==> src/hdl/fault_code_pkg.sv <==
package fault_code_pkg;

   // ----------------------------------------------------------------
   // Bus geometry
   // ----------------------------------------------------------------
   localparam int ADDR_W = 8;
   localparam int DATA_W = 32;
   localparam int NUM_FAULTS = 15;

   // ----------------------------------------------------------------
   // Register byte addresses
   // ----------------------------------------------------------------
   localparam logic [7:0] ADDR_CONTROL = 8'h00;
   localparam logic [7:0] ADDR_TRACK_LIMIT = 8'h04;
   localparam logic [7:0] ADDR_VEL_LIMIT = 8'h08;
   localparam logic [7:0] ADDR_LS_CONFIG = 8'h0C;
   localparam logic [7:0] ADDR_PWR_CONFIG = 8'h10;
   localparam logic [7:0] ADDR_POS_SCALE = 8'h14;
   localparam logic [7:0] ADDR_ERR_CODE = 8'h18;
   localparam logic [7:0] ADDR_STATUS_WORD = 8'h1C;
   localparam logic [7:0] ADDR_IRQ_STATUS = 8'h20;
   localparam logic [7:0] ADDR_IRQ_MASK = 8'h24;

   // ----------------------------------------------------------------
   // Field positions and reset values
   // ----------------------------------------------------------------
   localparam int CTRL_CLEAR_BIT = 0;
   localparam int LS_STOP_BIT = 0;
   localparam int STATUS_ERR_MODE_BIT = 26;
   localparam int IRQ_NEW_ERROR_BIT = 0;
   localparam int IRQ_MASKED_FAULT_BIT = 1;
   localparam int POS_SCALE_W = 16;
   localparam int POS_PRODUCT_W = 48;
   localparam int POS_ALLOWED_MSB = 30;
   localparam logic [15:0] LABEL_MAX = 16'h01FF;
   localparam logic [31:0] TRACK_LIMIT_RST = 32'h0000_0000;
   localparam logic [31:0] VEL_LIMIT_RST = 32'h0000_0000;
   localparam logic [7:0] LS_CONFIG_RST = 8'h00;
   localparam logic [7:0] PWR_CONFIG_RST = 8'h00;
   localparam logic [15:0] POS_SCALE_RST = 16'h0001;
   localparam logic [7:0] ERR_CODE_RST = 8'h00;
   localparam logic [1:0] IRQ_RST = 2'h0;
   localparam logic [1:0] RESP_OKAY = 2'h0;
   localparam logic [1:0] RESP_SLVERR = 2'h2;

   // ----------------------------------------------------------------
   // Fault vector positions, lowest code has highest priority
   // ----------------------------------------------------------------
   localparam int IDX_TEMP_SILENT = 0;
   localparam int IDX_POS_OVERFLOW = 1;
   localparam int IDX_ZERO_MISSING = 2;
   localparam int IDX_CRC = 3;
   localparam int IDX_READ = 4;
   localparam int IDX_AMPLITUDE = 5;
   localparam int IDX_OVERSPEED = 6;
   localparam int IDX_TRACKING = 7;
   localparam int IDX_VELOCITY = 8;
   localparam int IDX_POWER_ON = 9;
   localparam int IDX_MOTOR_TEMP = 10;
   localparam int IDX_LIMIT_SW = 11;
   localparam int IDX_LABEL_DUP = 12;
   localparam int IDX_FUSE = 13;
   localparam int IDX_LABEL_RANGE = 14;

   localparam logic [7:0] CODE_TEMP_SILENT = 8'h0D;
   localparam logic [7:0] CODE_POS_OVERFLOW = 8'h10;
   localparam logic [7:0] CODE_ZERO_MISSING = 8'h11;
   localparam logic [7:0] CODE_CRC = 8'h12;
   localparam logic [7:0] CODE_READ = 8'h13;
   localparam logic [7:0] CODE_AMPLITUDE = 8'h14;
   localparam logic [7:0] CODE_OVERSPEED = 8'h15;
   localparam logic [7:0] CODE_TRACKING = 8'h17;
   localparam logic [7:0] CODE_VELOCITY = 8'h18;
   localparam logic [7:0] CODE_POWER_ON = 8'h1A;
   localparam logic [7:0] CODE_MOTOR_TEMP = 8'h1D;
   localparam logic [7:0] CODE_LIMIT_SW = 8'h1E;
   localparam logic [7:0] CODE_LABEL_DUP = 8'h21;
   localparam logic [7:0] CODE_FUSE = 8'h23;
   localparam logic [7:0] CODE_LABEL_RANGE = 8'h24;

   localparam logic [NUM_FAULTS-1:0][7:0] CODE_TABLE = {
      CODE_LABEL_RANGE, CODE_FUSE, CODE_LABEL_DUP, CODE_LIMIT_SW, CODE_MOTOR_TEMP,
      CODE_POWER_ON, CODE_VELOCITY, CODE_TRACKING, CODE_OVERSPEED, CODE_AMPLITUDE,
      CODE_READ, CODE_CRC, CODE_ZERO_MISSING, CODE_POS_OVERFLOW, CODE_TEMP_SILENT};

   // ----------------------------------------------------------------
   // Carriers
   // ----------------------------------------------------------------
   typedef struct packed {
      logic temp_sensor_silent;
      logic zero_pos_missing;
      logic encoder_crc_error;
      logic encoder_read_error;
      logic analog_amplitude_low;
      logic encoder_overspeed;
      logic power_on_req;
      logic digital_input_one;
      logic motor_temp_sense_pin;
      logic limit_switch_reached;
      logic motion_active;
      logic index_homing_cmd;
      logic limit_switch_search_cmd;
      logic label_redefined;
      logic encoder_fuse_broken;
      logic jump_valid;
   } fault_flags_type;

   typedef struct packed {
      logic awready;
      logic wready;
      logic bvalid;
      logic [1:0] bresp;
      logic aw_got;
      logic w_got;
      logic [7:0] awaddr;
      logic [31:0] wdata;
      logic [3:0] wstrb;
      logic arready;
      logic rvalid;
      logic [1:0] rresp;
      logic [31:0] rdata;
      logic [31:0] track_limit;
      logic [31:0] vel_limit;
      logic [7:0] ls_config;
      logic [7:0] pwr_config;
      logic [15:0] pos_scale;
      logic [7:0] err_code;
      logic err_mode;
      logic [1:0] irq_status;
      logic [1:0] irq_mask;
      logic irq;
   } state_type;

endpackage : fault_code_pkg

==> src/hdl/motion_fault_code_encoder.sv <==
// Contract
// RULE_01: Temperature sensor not answering reports code 13.
// RULE_02: Absolute encoder position too large after scaling reports code 16.
// RULE_03: Absolute encoder zero position not found reports code 17.
// RULE_04: CRC failure on absolute encoder data reports code 18.
// RULE_05: Failed absolute encoder position read reports code 19.
// RULE_06: Analog encoder amplitudes too small report code 20.
// RULE_07: Encoder frequency too high to track reports code 21.
// RULE_08: Tracking error above tracking_error_limit reports code 23.
// RULE_09: Velocity above velocity_limit reports code 24.
// RULE_10: Power on with digital_input_one low and config zero reports code 26.
// RULE_11: Motor overtemperature on motor_temp_sense_pin reports code 29.
// RULE_12: Limit switch during movement, config bit 0 set, not homing/search: code 30.
// RULE_13: Sequence label defined twice reports code 33.
// RULE_14: Broken encoder supply fuse reports code 35.
// RULE_15: Jump or call to label above 511 reports code 36.
// RULE_16: Active error code shown in error_code_monitor, 0 to 255, default 0.
// RULE_17: Status word bit 26 set while an error is active.
// RULE_18: Latched code holds until cleared; later faults never overwrite it.
// RULE_19: All faults checked every cycle; code reported one cycle after detection.
//
// Implementation choices: the AXI4-Lite slave port and the register addresses.
`timescale 1ns/1ps
`default_nettype none

module motion_fault_code_encoder (
   input wire logic aclk,
   input wire logic aresetn,
   input wire logic [7:0] s_axi_awaddr,
   input wire logic [2:0] s_axi_awprot,
   input wire logic s_axi_awvalid,
   output logic s_axi_awready,
   input wire logic [31:0] s_axi_wdata,
   input wire logic [3:0] s_axi_wstrb,
   input wire logic s_axi_wvalid,
   output logic s_axi_wready,
   output logic [1:0] s_axi_bresp,
   output logic s_axi_bvalid,
   input wire logic s_axi_bready,
   input wire logic [7:0] s_axi_araddr,
   input wire logic [2:0] s_axi_arprot,
   input wire logic s_axi_arvalid,
   output logic s_axi_arready,
   output logic [31:0] s_axi_rdata,
   output logic [1:0] s_axi_rresp,
   output logic s_axi_rvalid,
   input wire logic s_axi_rready,
   input wire fault_code_pkg::fault_flags_type flags,
   input wire logic [31:0] encoder_count,
   input wire logic [31:0] tracking_error,
   input wire logic [31:0] velocity,
   input wire logic [15:0] jump_label,
   output logic [7:0] error_code_monitor,
   output logic error_mode,
   output logic irq
);

   // ----------------------------------------------------------------
   // Fault detection
   // ----------------------------------------------------------------
   fault_code_pkg::state_type st_q;
   fault_code_pkg::state_type st_d;
   logic [fault_code_pkg::NUM_FAULTS-1:0] fault_vec;
   logic any_fault;
   logic [7:0] prio_code;
   logic [fault_code_pkg::POS_PRODUCT_W-1:0] pos_product;
   logic [31:0] track_mag;
   logic [31:0] vel_mag;

   assign pos_product = encoder_count * st_q.pos_scale;
   // Sign bit of the signed magnitude read back as unsigned, so -2^31 stays huge
   assign track_mag = tracking_error[31] ? (32'h0000_0000 - tracking_error) : tracking_error;
   assign vel_mag = velocity[31] ? (32'h0000_0000 - velocity) : velocity;

   always_comb begin
      fault_vec = '0;
      fault_vec[fault_code_pkg::IDX_TEMP_SILENT] = flags.temp_sensor_silent; // RULE_01
      fault_vec[fault_code_pkg::IDX_POS_OVERFLOW] =
         |pos_product[fault_code_pkg::POS_PRODUCT_W-1:fault_code_pkg::POS_ALLOWED_MSB+1]; // RULE_02
      fault_vec[fault_code_pkg::IDX_ZERO_MISSING] = flags.zero_pos_missing; // RULE_03
      fault_vec[fault_code_pkg::IDX_CRC] = flags.encoder_crc_error; // RULE_04
      fault_vec[fault_code_pkg::IDX_READ] = flags.encoder_read_error; // RULE_05
      fault_vec[fault_code_pkg::IDX_AMPLITUDE] = flags.analog_amplitude_low; // RULE_06
      fault_vec[fault_code_pkg::IDX_OVERSPEED] = flags.encoder_overspeed; // RULE_07
      fault_vec[fault_code_pkg::IDX_TRACKING] = track_mag > st_q.track_limit; // RULE_08
      fault_vec[fault_code_pkg::IDX_VELOCITY] = vel_mag > st_q.vel_limit; // RULE_09
      fault_vec[fault_code_pkg::IDX_POWER_ON] = flags.power_on_req
         & ~flags.digital_input_one & (st_q.pwr_config == 8'h00); // RULE_10
      fault_vec[fault_code_pkg::IDX_MOTOR_TEMP] = flags.motor_temp_sense_pin; // RULE_11
      fault_vec[fault_code_pkg::IDX_LIMIT_SW] = flags.limit_switch_reached
         & flags.motion_active & st_q.ls_config[fault_code_pkg::LS_STOP_BIT]
         & ~flags.index_homing_cmd & ~flags.limit_switch_search_cmd; // RULE_12
      fault_vec[fault_code_pkg::IDX_LABEL_DUP] = flags.label_redefined; // RULE_13
      fault_vec[fault_code_pkg::IDX_FUSE] = flags.encoder_fuse_broken; // RULE_14
      fault_vec[fault_code_pkg::IDX_LABEL_RANGE] =
         flags.jump_valid & (jump_label > fault_code_pkg::LABEL_MAX); // RULE_15
   end

   fault_priority u_prio (
      .fault_vec(fault_vec),
      .any_fault(any_fault),
      .code(prio_code)
   );

   // ----------------------------------------------------------------
   // Bus write decode
   // ----------------------------------------------------------------
   logic aw_take;
   logic w_take;
   logic wr_fire;
   logic [7:0] wr_addr;
   logic [31:0] wr_data;
   logic [3:0] wr_strb;
   logic clear_req;
   logic ar_take;

   assign aw_take = s_axi_awvalid & st_q.awready;
   assign w_take = s_axi_wvalid & st_q.wready;
   assign wr_fire = (aw_take | st_q.aw_got) & (w_take | st_q.w_got);
   assign wr_addr = st_q.aw_got ? st_q.awaddr : s_axi_awaddr;
   assign wr_data = st_q.w_got ? st_q.wdata : s_axi_wdata;
   assign wr_strb = st_q.w_got ? st_q.wstrb : s_axi_wstrb;
   assign clear_req = wr_fire & (wr_addr == fault_code_pkg::ADDR_CONTROL)
      & wr_strb[0] & wr_data[fault_code_pkg::CTRL_CLEAR_BIT];
   assign ar_take = s_axi_arvalid & st_q.arready;

   function automatic logic [31:0] merge(input logic [31:0] old, input logic [31:0] data,
                                         input logic [3:0] strb);
      logic [31:0] res;
      res = old;
      for (int b = 0; b < 4; b++) begin
         if (strb[b]) begin
            res[b*8 +: 8] = data[b*8 +: 8];
         end
      end
      return res;
   endfunction : merge

   function automatic logic [31:0] status_word(input logic err);
      logic [31:0] w;
      w = 32'h0000_0000;
      w[fault_code_pkg::STATUS_ERR_MODE_BIT] = err;
      return w;
   endfunction : status_word

   // ----------------------------------------------------------------
   // Next state
   // ----------------------------------------------------------------
   always_comb begin
      logic [31:0] tmp;
      logic [1:0] irq_set;
      tmp = 32'h0000_0000;
      irq_set = 2'h0;
      st_d = st_q;

      // Write channel: address and data accepted in either order
      if (aw_take) begin
         st_d.aw_got = 1'b1;
         st_d.awaddr = s_axi_awaddr;
      end
      if (w_take) begin
         st_d.w_got = 1'b1;
         st_d.wdata = s_axi_wdata;
         st_d.wstrb = s_axi_wstrb;
      end
      if (wr_fire) begin
         st_d.aw_got = 1'b0;
         st_d.w_got = 1'b0;
         st_d.bvalid = 1'b1;
         st_d.bresp = fault_code_pkg::RESP_OKAY;
         case (wr_addr)
            fault_code_pkg::ADDR_CONTROL: begin
            end
            fault_code_pkg::ADDR_TRACK_LIMIT: begin
               st_d.track_limit = merge(st_q.track_limit, wr_data, wr_strb);
            end
            fault_code_pkg::ADDR_VEL_LIMIT: begin
               st_d.vel_limit = merge(st_q.vel_limit, wr_data, wr_strb);
            end
            fault_code_pkg::ADDR_LS_CONFIG: begin
               tmp = merge({24'h00_0000, st_q.ls_config}, wr_data, wr_strb);
               st_d.ls_config = tmp[7:0];
            end
            fault_code_pkg::ADDR_PWR_CONFIG: begin
               tmp = merge({24'h00_0000, st_q.pwr_config}, wr_data, wr_strb);
               st_d.pwr_config = tmp[7:0];
            end
            fault_code_pkg::ADDR_POS_SCALE: begin
               tmp = merge({16'h0000, st_q.pos_scale}, wr_data, wr_strb);
               st_d.pos_scale = tmp[15:0];
            end
            fault_code_pkg::ADDR_ERR_CODE, fault_code_pkg::ADDR_STATUS_WORD: begin
            end
            fault_code_pkg::ADDR_IRQ_STATUS: begin
               if (wr_strb[0]) begin
                  st_d.irq_status = st_q.irq_status & ~wr_data[1:0];
               end
            end
            fault_code_pkg::ADDR_IRQ_MASK: begin
               if (wr_strb[0]) begin
                  st_d.irq_mask = wr_data[1:0];
               end
            end
            default: begin
               st_d.bresp = fault_code_pkg::RESP_SLVERR;
            end
         endcase
      end
      if (st_q.bvalid && s_axi_bready) begin
         st_d.bvalid = 1'b0;
      end
      // One write at a time: no new address or data until the response is taken
      st_d.awready = ~st_d.aw_got & ~st_d.bvalid;
      st_d.wready = ~st_d.w_got & ~st_d.bvalid;

      // Read channel
      if (ar_take) begin
         st_d.arready = 1'b0;
         st_d.rvalid = 1'b1;
         st_d.rresp = fault_code_pkg::RESP_OKAY;
         case (s_axi_araddr)
            fault_code_pkg::ADDR_CONTROL: st_d.rdata = 32'h0000_0000;
            fault_code_pkg::ADDR_TRACK_LIMIT: st_d.rdata = st_q.track_limit;
            fault_code_pkg::ADDR_VEL_LIMIT: st_d.rdata = st_q.vel_limit;
            fault_code_pkg::ADDR_LS_CONFIG: st_d.rdata = {24'h00_0000, st_q.ls_config};
            fault_code_pkg::ADDR_PWR_CONFIG: st_d.rdata = {24'h00_0000, st_q.pwr_config};
            fault_code_pkg::ADDR_POS_SCALE: st_d.rdata = {16'h0000, st_q.pos_scale};
            fault_code_pkg::ADDR_ERR_CODE: st_d.rdata = {24'h00_0000, st_q.err_code}; // RULE_16
            fault_code_pkg::ADDR_STATUS_WORD: st_d.rdata = status_word(st_q.err_mode); // RULE_17
            fault_code_pkg::ADDR_IRQ_STATUS: st_d.rdata = {30'h0, st_q.irq_status};
            fault_code_pkg::ADDR_IRQ_MASK: st_d.rdata = {30'h0, st_q.irq_mask};
            default: begin
               st_d.rdata = 32'h0000_0000;
               st_d.rresp = fault_code_pkg::RESP_SLVERR;
            end
         endcase
      end
      if (st_q.rvalid && s_axi_rready) begin
         st_d.rvalid = 1'b0;
         st_d.arready = 1'b1;
      end

      // Error latch: clear first, so a fault in the clear cycle is latched anew
      if (clear_req) begin
         st_d.err_mode = 1'b0;
         st_d.err_code = fault_code_pkg::ERR_CODE_RST;
      end
      if (any_fault) begin // RULE_19
         if (!st_d.err_mode) begin // RULE_18
            st_d.err_mode = 1'b1; // RULE_17
            st_d.err_code = prio_code; // RULE_16
            irq_set[fault_code_pkg::IRQ_NEW_ERROR_BIT] = 1'b1;
         end else begin
            irq_set[fault_code_pkg::IRQ_MASKED_FAULT_BIT] = 1'b1;
         end
      end
      // Hardware set wins over a same-cycle write-one clear
      st_d.irq_status = st_d.irq_status | irq_set;
      st_d.irq = |(st_d.irq_status & st_d.irq_mask);
   end

   // ----------------------------------------------------------------
   // State register
   // ----------------------------------------------------------------
   always_ff @(posedge aclk) begin
      if (!aresetn) begin
         st_q <= '0;
         st_q.awready <= 1'b1;
         st_q.wready <= 1'b1;
         st_q.arready <= 1'b1;
         st_q.track_limit <= fault_code_pkg::TRACK_LIMIT_RST;
         st_q.vel_limit <= fault_code_pkg::VEL_LIMIT_RST;
         st_q.ls_config <= fault_code_pkg::LS_CONFIG_RST;
         st_q.pwr_config <= fault_code_pkg::PWR_CONFIG_RST;
         st_q.pos_scale <= fault_code_pkg::POS_SCALE_RST;
         st_q.err_code <= fault_code_pkg::ERR_CODE_RST;
         st_q.irq_status <= fault_code_pkg::IRQ_RST;
         st_q.irq_mask <= fault_code_pkg::IRQ_RST;
      end else begin
         st_q <= st_d;
      end
   end

   assign s_axi_awready = st_q.awready;
   assign s_axi_wready = st_q.wready;
   assign s_axi_bvalid = st_q.bvalid;
   assign s_axi_bresp = st_q.bresp;
   assign s_axi_arready = st_q.arready;
   assign s_axi_rvalid = st_q.rvalid;
   assign s_axi_rresp = st_q.rresp;
   assign s_axi_rdata = st_q.rdata;
   assign error_code_monitor = st_q.err_code;
   assign error_mode = st_q.err_mode;
   assign irq = st_q.irq;
endmodule : motion_fault_code_encoder

`default_nettype wire

==> src/hdl/fault_priority.sv <==
`timescale 1ns/1ps
`default_nettype none

module fault_priority (
   input wire logic [fault_code_pkg::NUM_FAULTS-1:0] fault_vec,
   output logic any_fault,
   output logic [7:0] code
);

   logic [fault_code_pkg::NUM_FAULTS:0] taken;
   logic [fault_code_pkg::NUM_FAULTS:0][7:0] acc;

   assign taken[0] = 1'b0;
   assign acc[0] = 8'h00;

   // Lowest code wins when several faults rise together
   for (genvar i = 0; i < fault_code_pkg::NUM_FAULTS; i++) begin : g_prio
      logic sel;
      assign sel = fault_vec[i] & ~taken[i];
      assign taken[i+1] = taken[i] | fault_vec[i];
      assign acc[i+1] = acc[i] | ({8{sel}} & fault_code_pkg::CODE_TABLE[i]);
   end

   assign any_fault = taken[fault_code_pkg::NUM_FAULTS];
   assign code = acc[fault_code_pkg::NUM_FAULTS];

endmodule : fault_priority

`default_nettype wire

==> config.mk <==
export PLATFORM = sky130hd
export DESIGN_NAME = motion_fault_code_encoder
export DESIGN_NICKNAME = d
export VERILOG_FILES = /design/src/hdl/fault_code_pkg.sv /design/src/hdl/motion_fault_code_encoder.sv /design/src/hdl/fault_priority.sv
export SDC_FILE = /design/constraint.sdc
export NUM_CORES = 2
export LEC_CHECK = 0
export BUFFER_PORTS_ARGS = -buffer_cell sky130_fd_sc_hd__clkbuf_2
export CELL_PAD_IN_SITES_DETAIL_PLACEMENT = 1
export CELL_PAD_IN_SITES_GLOBAL_PLACEMENT = 1
export CORE_MARGIN = 2
export CORE_UTILIZATION = 48
export CTS_BUF_LIST = sky130_fd_sc_hd__clkbuf_4 sky130_fd_sc_hd__clkbuf_8 sky130_fd_sc_hd__clkbuf_16
export DETAILED_ROUTE_END_ITERATION = 10
export PLACE_DENSITY = 0.8
export SYNTH_ARGS = -nofsm -noshare
export SYNTH_HDL_FRONTEND = slang
export SYNTH_HIERARCHICAL = 1
export SYNTH_SLANG_ARGS = --single-unit
==> constraint.sdc <==
create_clock -name aclk -period 9.2 [get_ports aclk]
set_input_delay 0.92 -clock aclk [delete_from_list [all_inputs] [get_ports aclk]]
set_output_delay 0.92 -clock aclk [all_outputs]
set_load 0.02 [all_outputs]
==> results.toml <==
[power_and_ir_drop]
power_mw = 2.10
irDropWorstVdd_v = 0.000118
p_leak_nw = 13.2
powerDensity_nw_per_um2 = 70.7

[floorplanning]
die_area_um2 = 59600
start_util = 0.482
core_um2 = 57400
dieWidth_um = 244
rows = 88
die_y_um = 244
num_io_pins = 244

[yosys]
yosysSeqAreaShare = 0.141
synthFlopType = "dfxtp_1"
ys_ff_latch = 195
yosys-top-cells-area = "fa_1 (30%), dfxtp_1 (14%), ha_1 (8.3%)"
async_flop_share = 0
synth_edf_count = 0
avgSynthCellArea_um2 = 8.54
yosys.area.top_type = "fa_1"
yosysWarnings = 6
synthTopCellsByCount = "inv_1 (508), nand2_1 (431), fa_1 (417)"
yosysMostFrequentCell = "inv_1"
synthCells = 3241
syn_area_um2 = 27700
synth_top_area_share = 0.302
yosys.cell_types.count = 74

[worst_setup_path]
crit_family = "adder cells"
path_common_cell = "fa_1"
path_max_fanout = 16
cp.arrival_ns = 9.08
slowest_stage = "fa_1"
cp.required_ns = 9.54
crit_type = "input pin to flop"
end_kind = "flop"
start_kind = "input pin"
cpPeakStageDelay_ns = 0.56
crit_buf_inv = 7

[global_route]
grt_max_degree = 93
grt.overflow.total = 0
grt_pass1_wl_um = 141000
grt_pass1_vias = 26500
grt_antenna_before_repair = 6
grt_use_total = 0.298

[final_layout]
areaGrowthSynthToFinish_pct = 7.39
fin_cells = 4097
layout.nets = 4111
finish.instance_area_um2 = 29700
drive_gt1_frac = 0.111

[sta]
hold_viol = 0
rsz0062_at_grt = "no"
clock_skew_ns = 0.0132
drv_slew = 0
setup_slack_ns = 0.458
fmax_mhz = 114
finalSetupViolCount = 0
tns_ns = 0
slew-limit-headroom = 0.238
min_period_over_period = 0.950
fin_crit_ns = 8.74
worstMarginPinSlew_ns = 1.13

[clock_network]
cts_buffer_depth = 2
clock-sinks = 195
htreeDepth = 4
numCtsBuffers = 17
cts.reportedPaths.clkPinSlew_ns = 0.07
clock_latency_ns = 0.46
root_buffer = "clkbuf_16"
cts_tree = "done"

[placed_design]
port_buffers = 226
dp_cells = 4064
dpl.hpwl_um = 70700
place_ws_ns = 0.101
place_area_um2 = 29200
place.gp.congestion = 0.878

[hold_path]
hold_class = "flop to flop"

[routing]
first_pass_iters = 6
wire_per_inst_um = 21.1
via_count = 23200
antenna_left = 0
drt_iter0_drc = 1112
drc_errors = 0
wl_um = 86600
viasPerCell = 5.65

[status]
outcome = "complete, no violations"

[run]
drv_cap = 0
-- per-stage QoR --
| stage | utilization | hold WS [ns] |
|---|---|---|
| finish | 0.518 | 0.456 |
| global route | 0.518 | 0.484 |
| CTS | 0.518 | 0.457 |
| detailed placement | 0.508 | 0.447 |
| global placement | 0.508 | 0.438 |
| floorplan | - | 0.433 |
-- flip-flops by register name, indices dropped and copies added (netlist names) --
signal and cells:
s_axi_bvalid 1, s_axi_rdata 32, s_axi_awready 1, s_axi_wready 1, s_axi_rvalid 1, s_axi_rresp 1, st_q 146, s_axi_bresp 1
error_mode 1, s_axi_arready 1, error_code_monitor 8, irq 1
-- worst register-to-register path: cells and delay by family (launching register included) --
| kind | cells | cell delay [ns] |
|---|---|---|
| buf+inv | 6 | 0.96 |
| simple gates | 9 | 2.15 |
| xor+xnor | 1 | 0.16 |
| flops | 1 | 0.39 |
| fa+ha+maj | 7 | 3.56 |
| compound gates | 6 | 1.32 |
-- what timing repair did --
item                       CTS  global route
hold buffers                 0             0
resized for setup            0             4
setup endpoints to repair    0            11
buffers inserted             0             0
-- power breakdown --
part,internal [mW],leakage (nW),switching [mW]
sequential,0.872,1.59,0.0227
clock,0.353,0.266,0.361
combinational,0.175,11.3,0.315
-- path summary, 6_finish.rpt --
check                                             from                      to  slack [ns]  cells after the start
worst max-delay path                  encoder_count[7]          irq$_SDFF_PN0_        0.46                     30
worst min-delay path            st_q[174]$_SDFFE_PN0P_  st_q[174]$_SDFFE_PN0P_        0.46                      2
worst max register to register   st_q[24]$_SDFFE_PN0P_          irq$_SDFF_PN0_        0.55                     29
worst min register to register  st_q[174]$_SDFFE_PN0P_  st_q[174]$_SDFFE_PN0P_        0.46                      2
-- per-layer routing --
layer,GRT usage,share of wire,vias to the layer above
met5,0,0.00044,-
met4,0.112,0.035,6
met3,0.0288,0.034,185
met2,0.574,0.54,535
met1,0.338,0.39,11900
li1,-,-,10500
-- placed cells by master, fill, tap and decap left out, drive strengths merged, types with 9 or more instances in the layout --
cell	count
a21oi	111
mux2	38
o21ai	88
or4	15
dfxtp	195
a222oi	9
o41ai	10
a211oi	43
ha	183
and3	11
a21o	25
nand2b	15
o211a	19
nor3	26
a21boi	12
and2	281
a22oi	33
xnor2	61
fa	417
nor2	161
o21a	12
mux2i	82
o31ai	20
nor2b	34
buf	41
nand2	432
a31oi	14
nand4	30
nor4	24
clkbuf	243
nand3	26
or3	12
inv	515
o211ai	9
-- cells by family after synthesis --
family / count (synthesis) / synth area share
compound gates: 454 / 0.110
other cells: 2 / 0.000271
simple gates: 1084 / 0.194
mux: 120 / 0.0451
flops: 195 / 0.141
buf+inv: 720 / 0.104
fa+ha+maj: 600 / 0.384
xor+xnor: 66 / 0.0209
-- layout make-up --
class,count,area [um^2]
clock buffer,17,425
sequential,195,3910
timing repair buffer,267,1460
tap,765,957
fill,6933,27600
inverter,509,1910
clock inverter,14,124
multi-input combinational,2328,20900
antenna,2,5.00
Power figures use the tool's default switching activity.
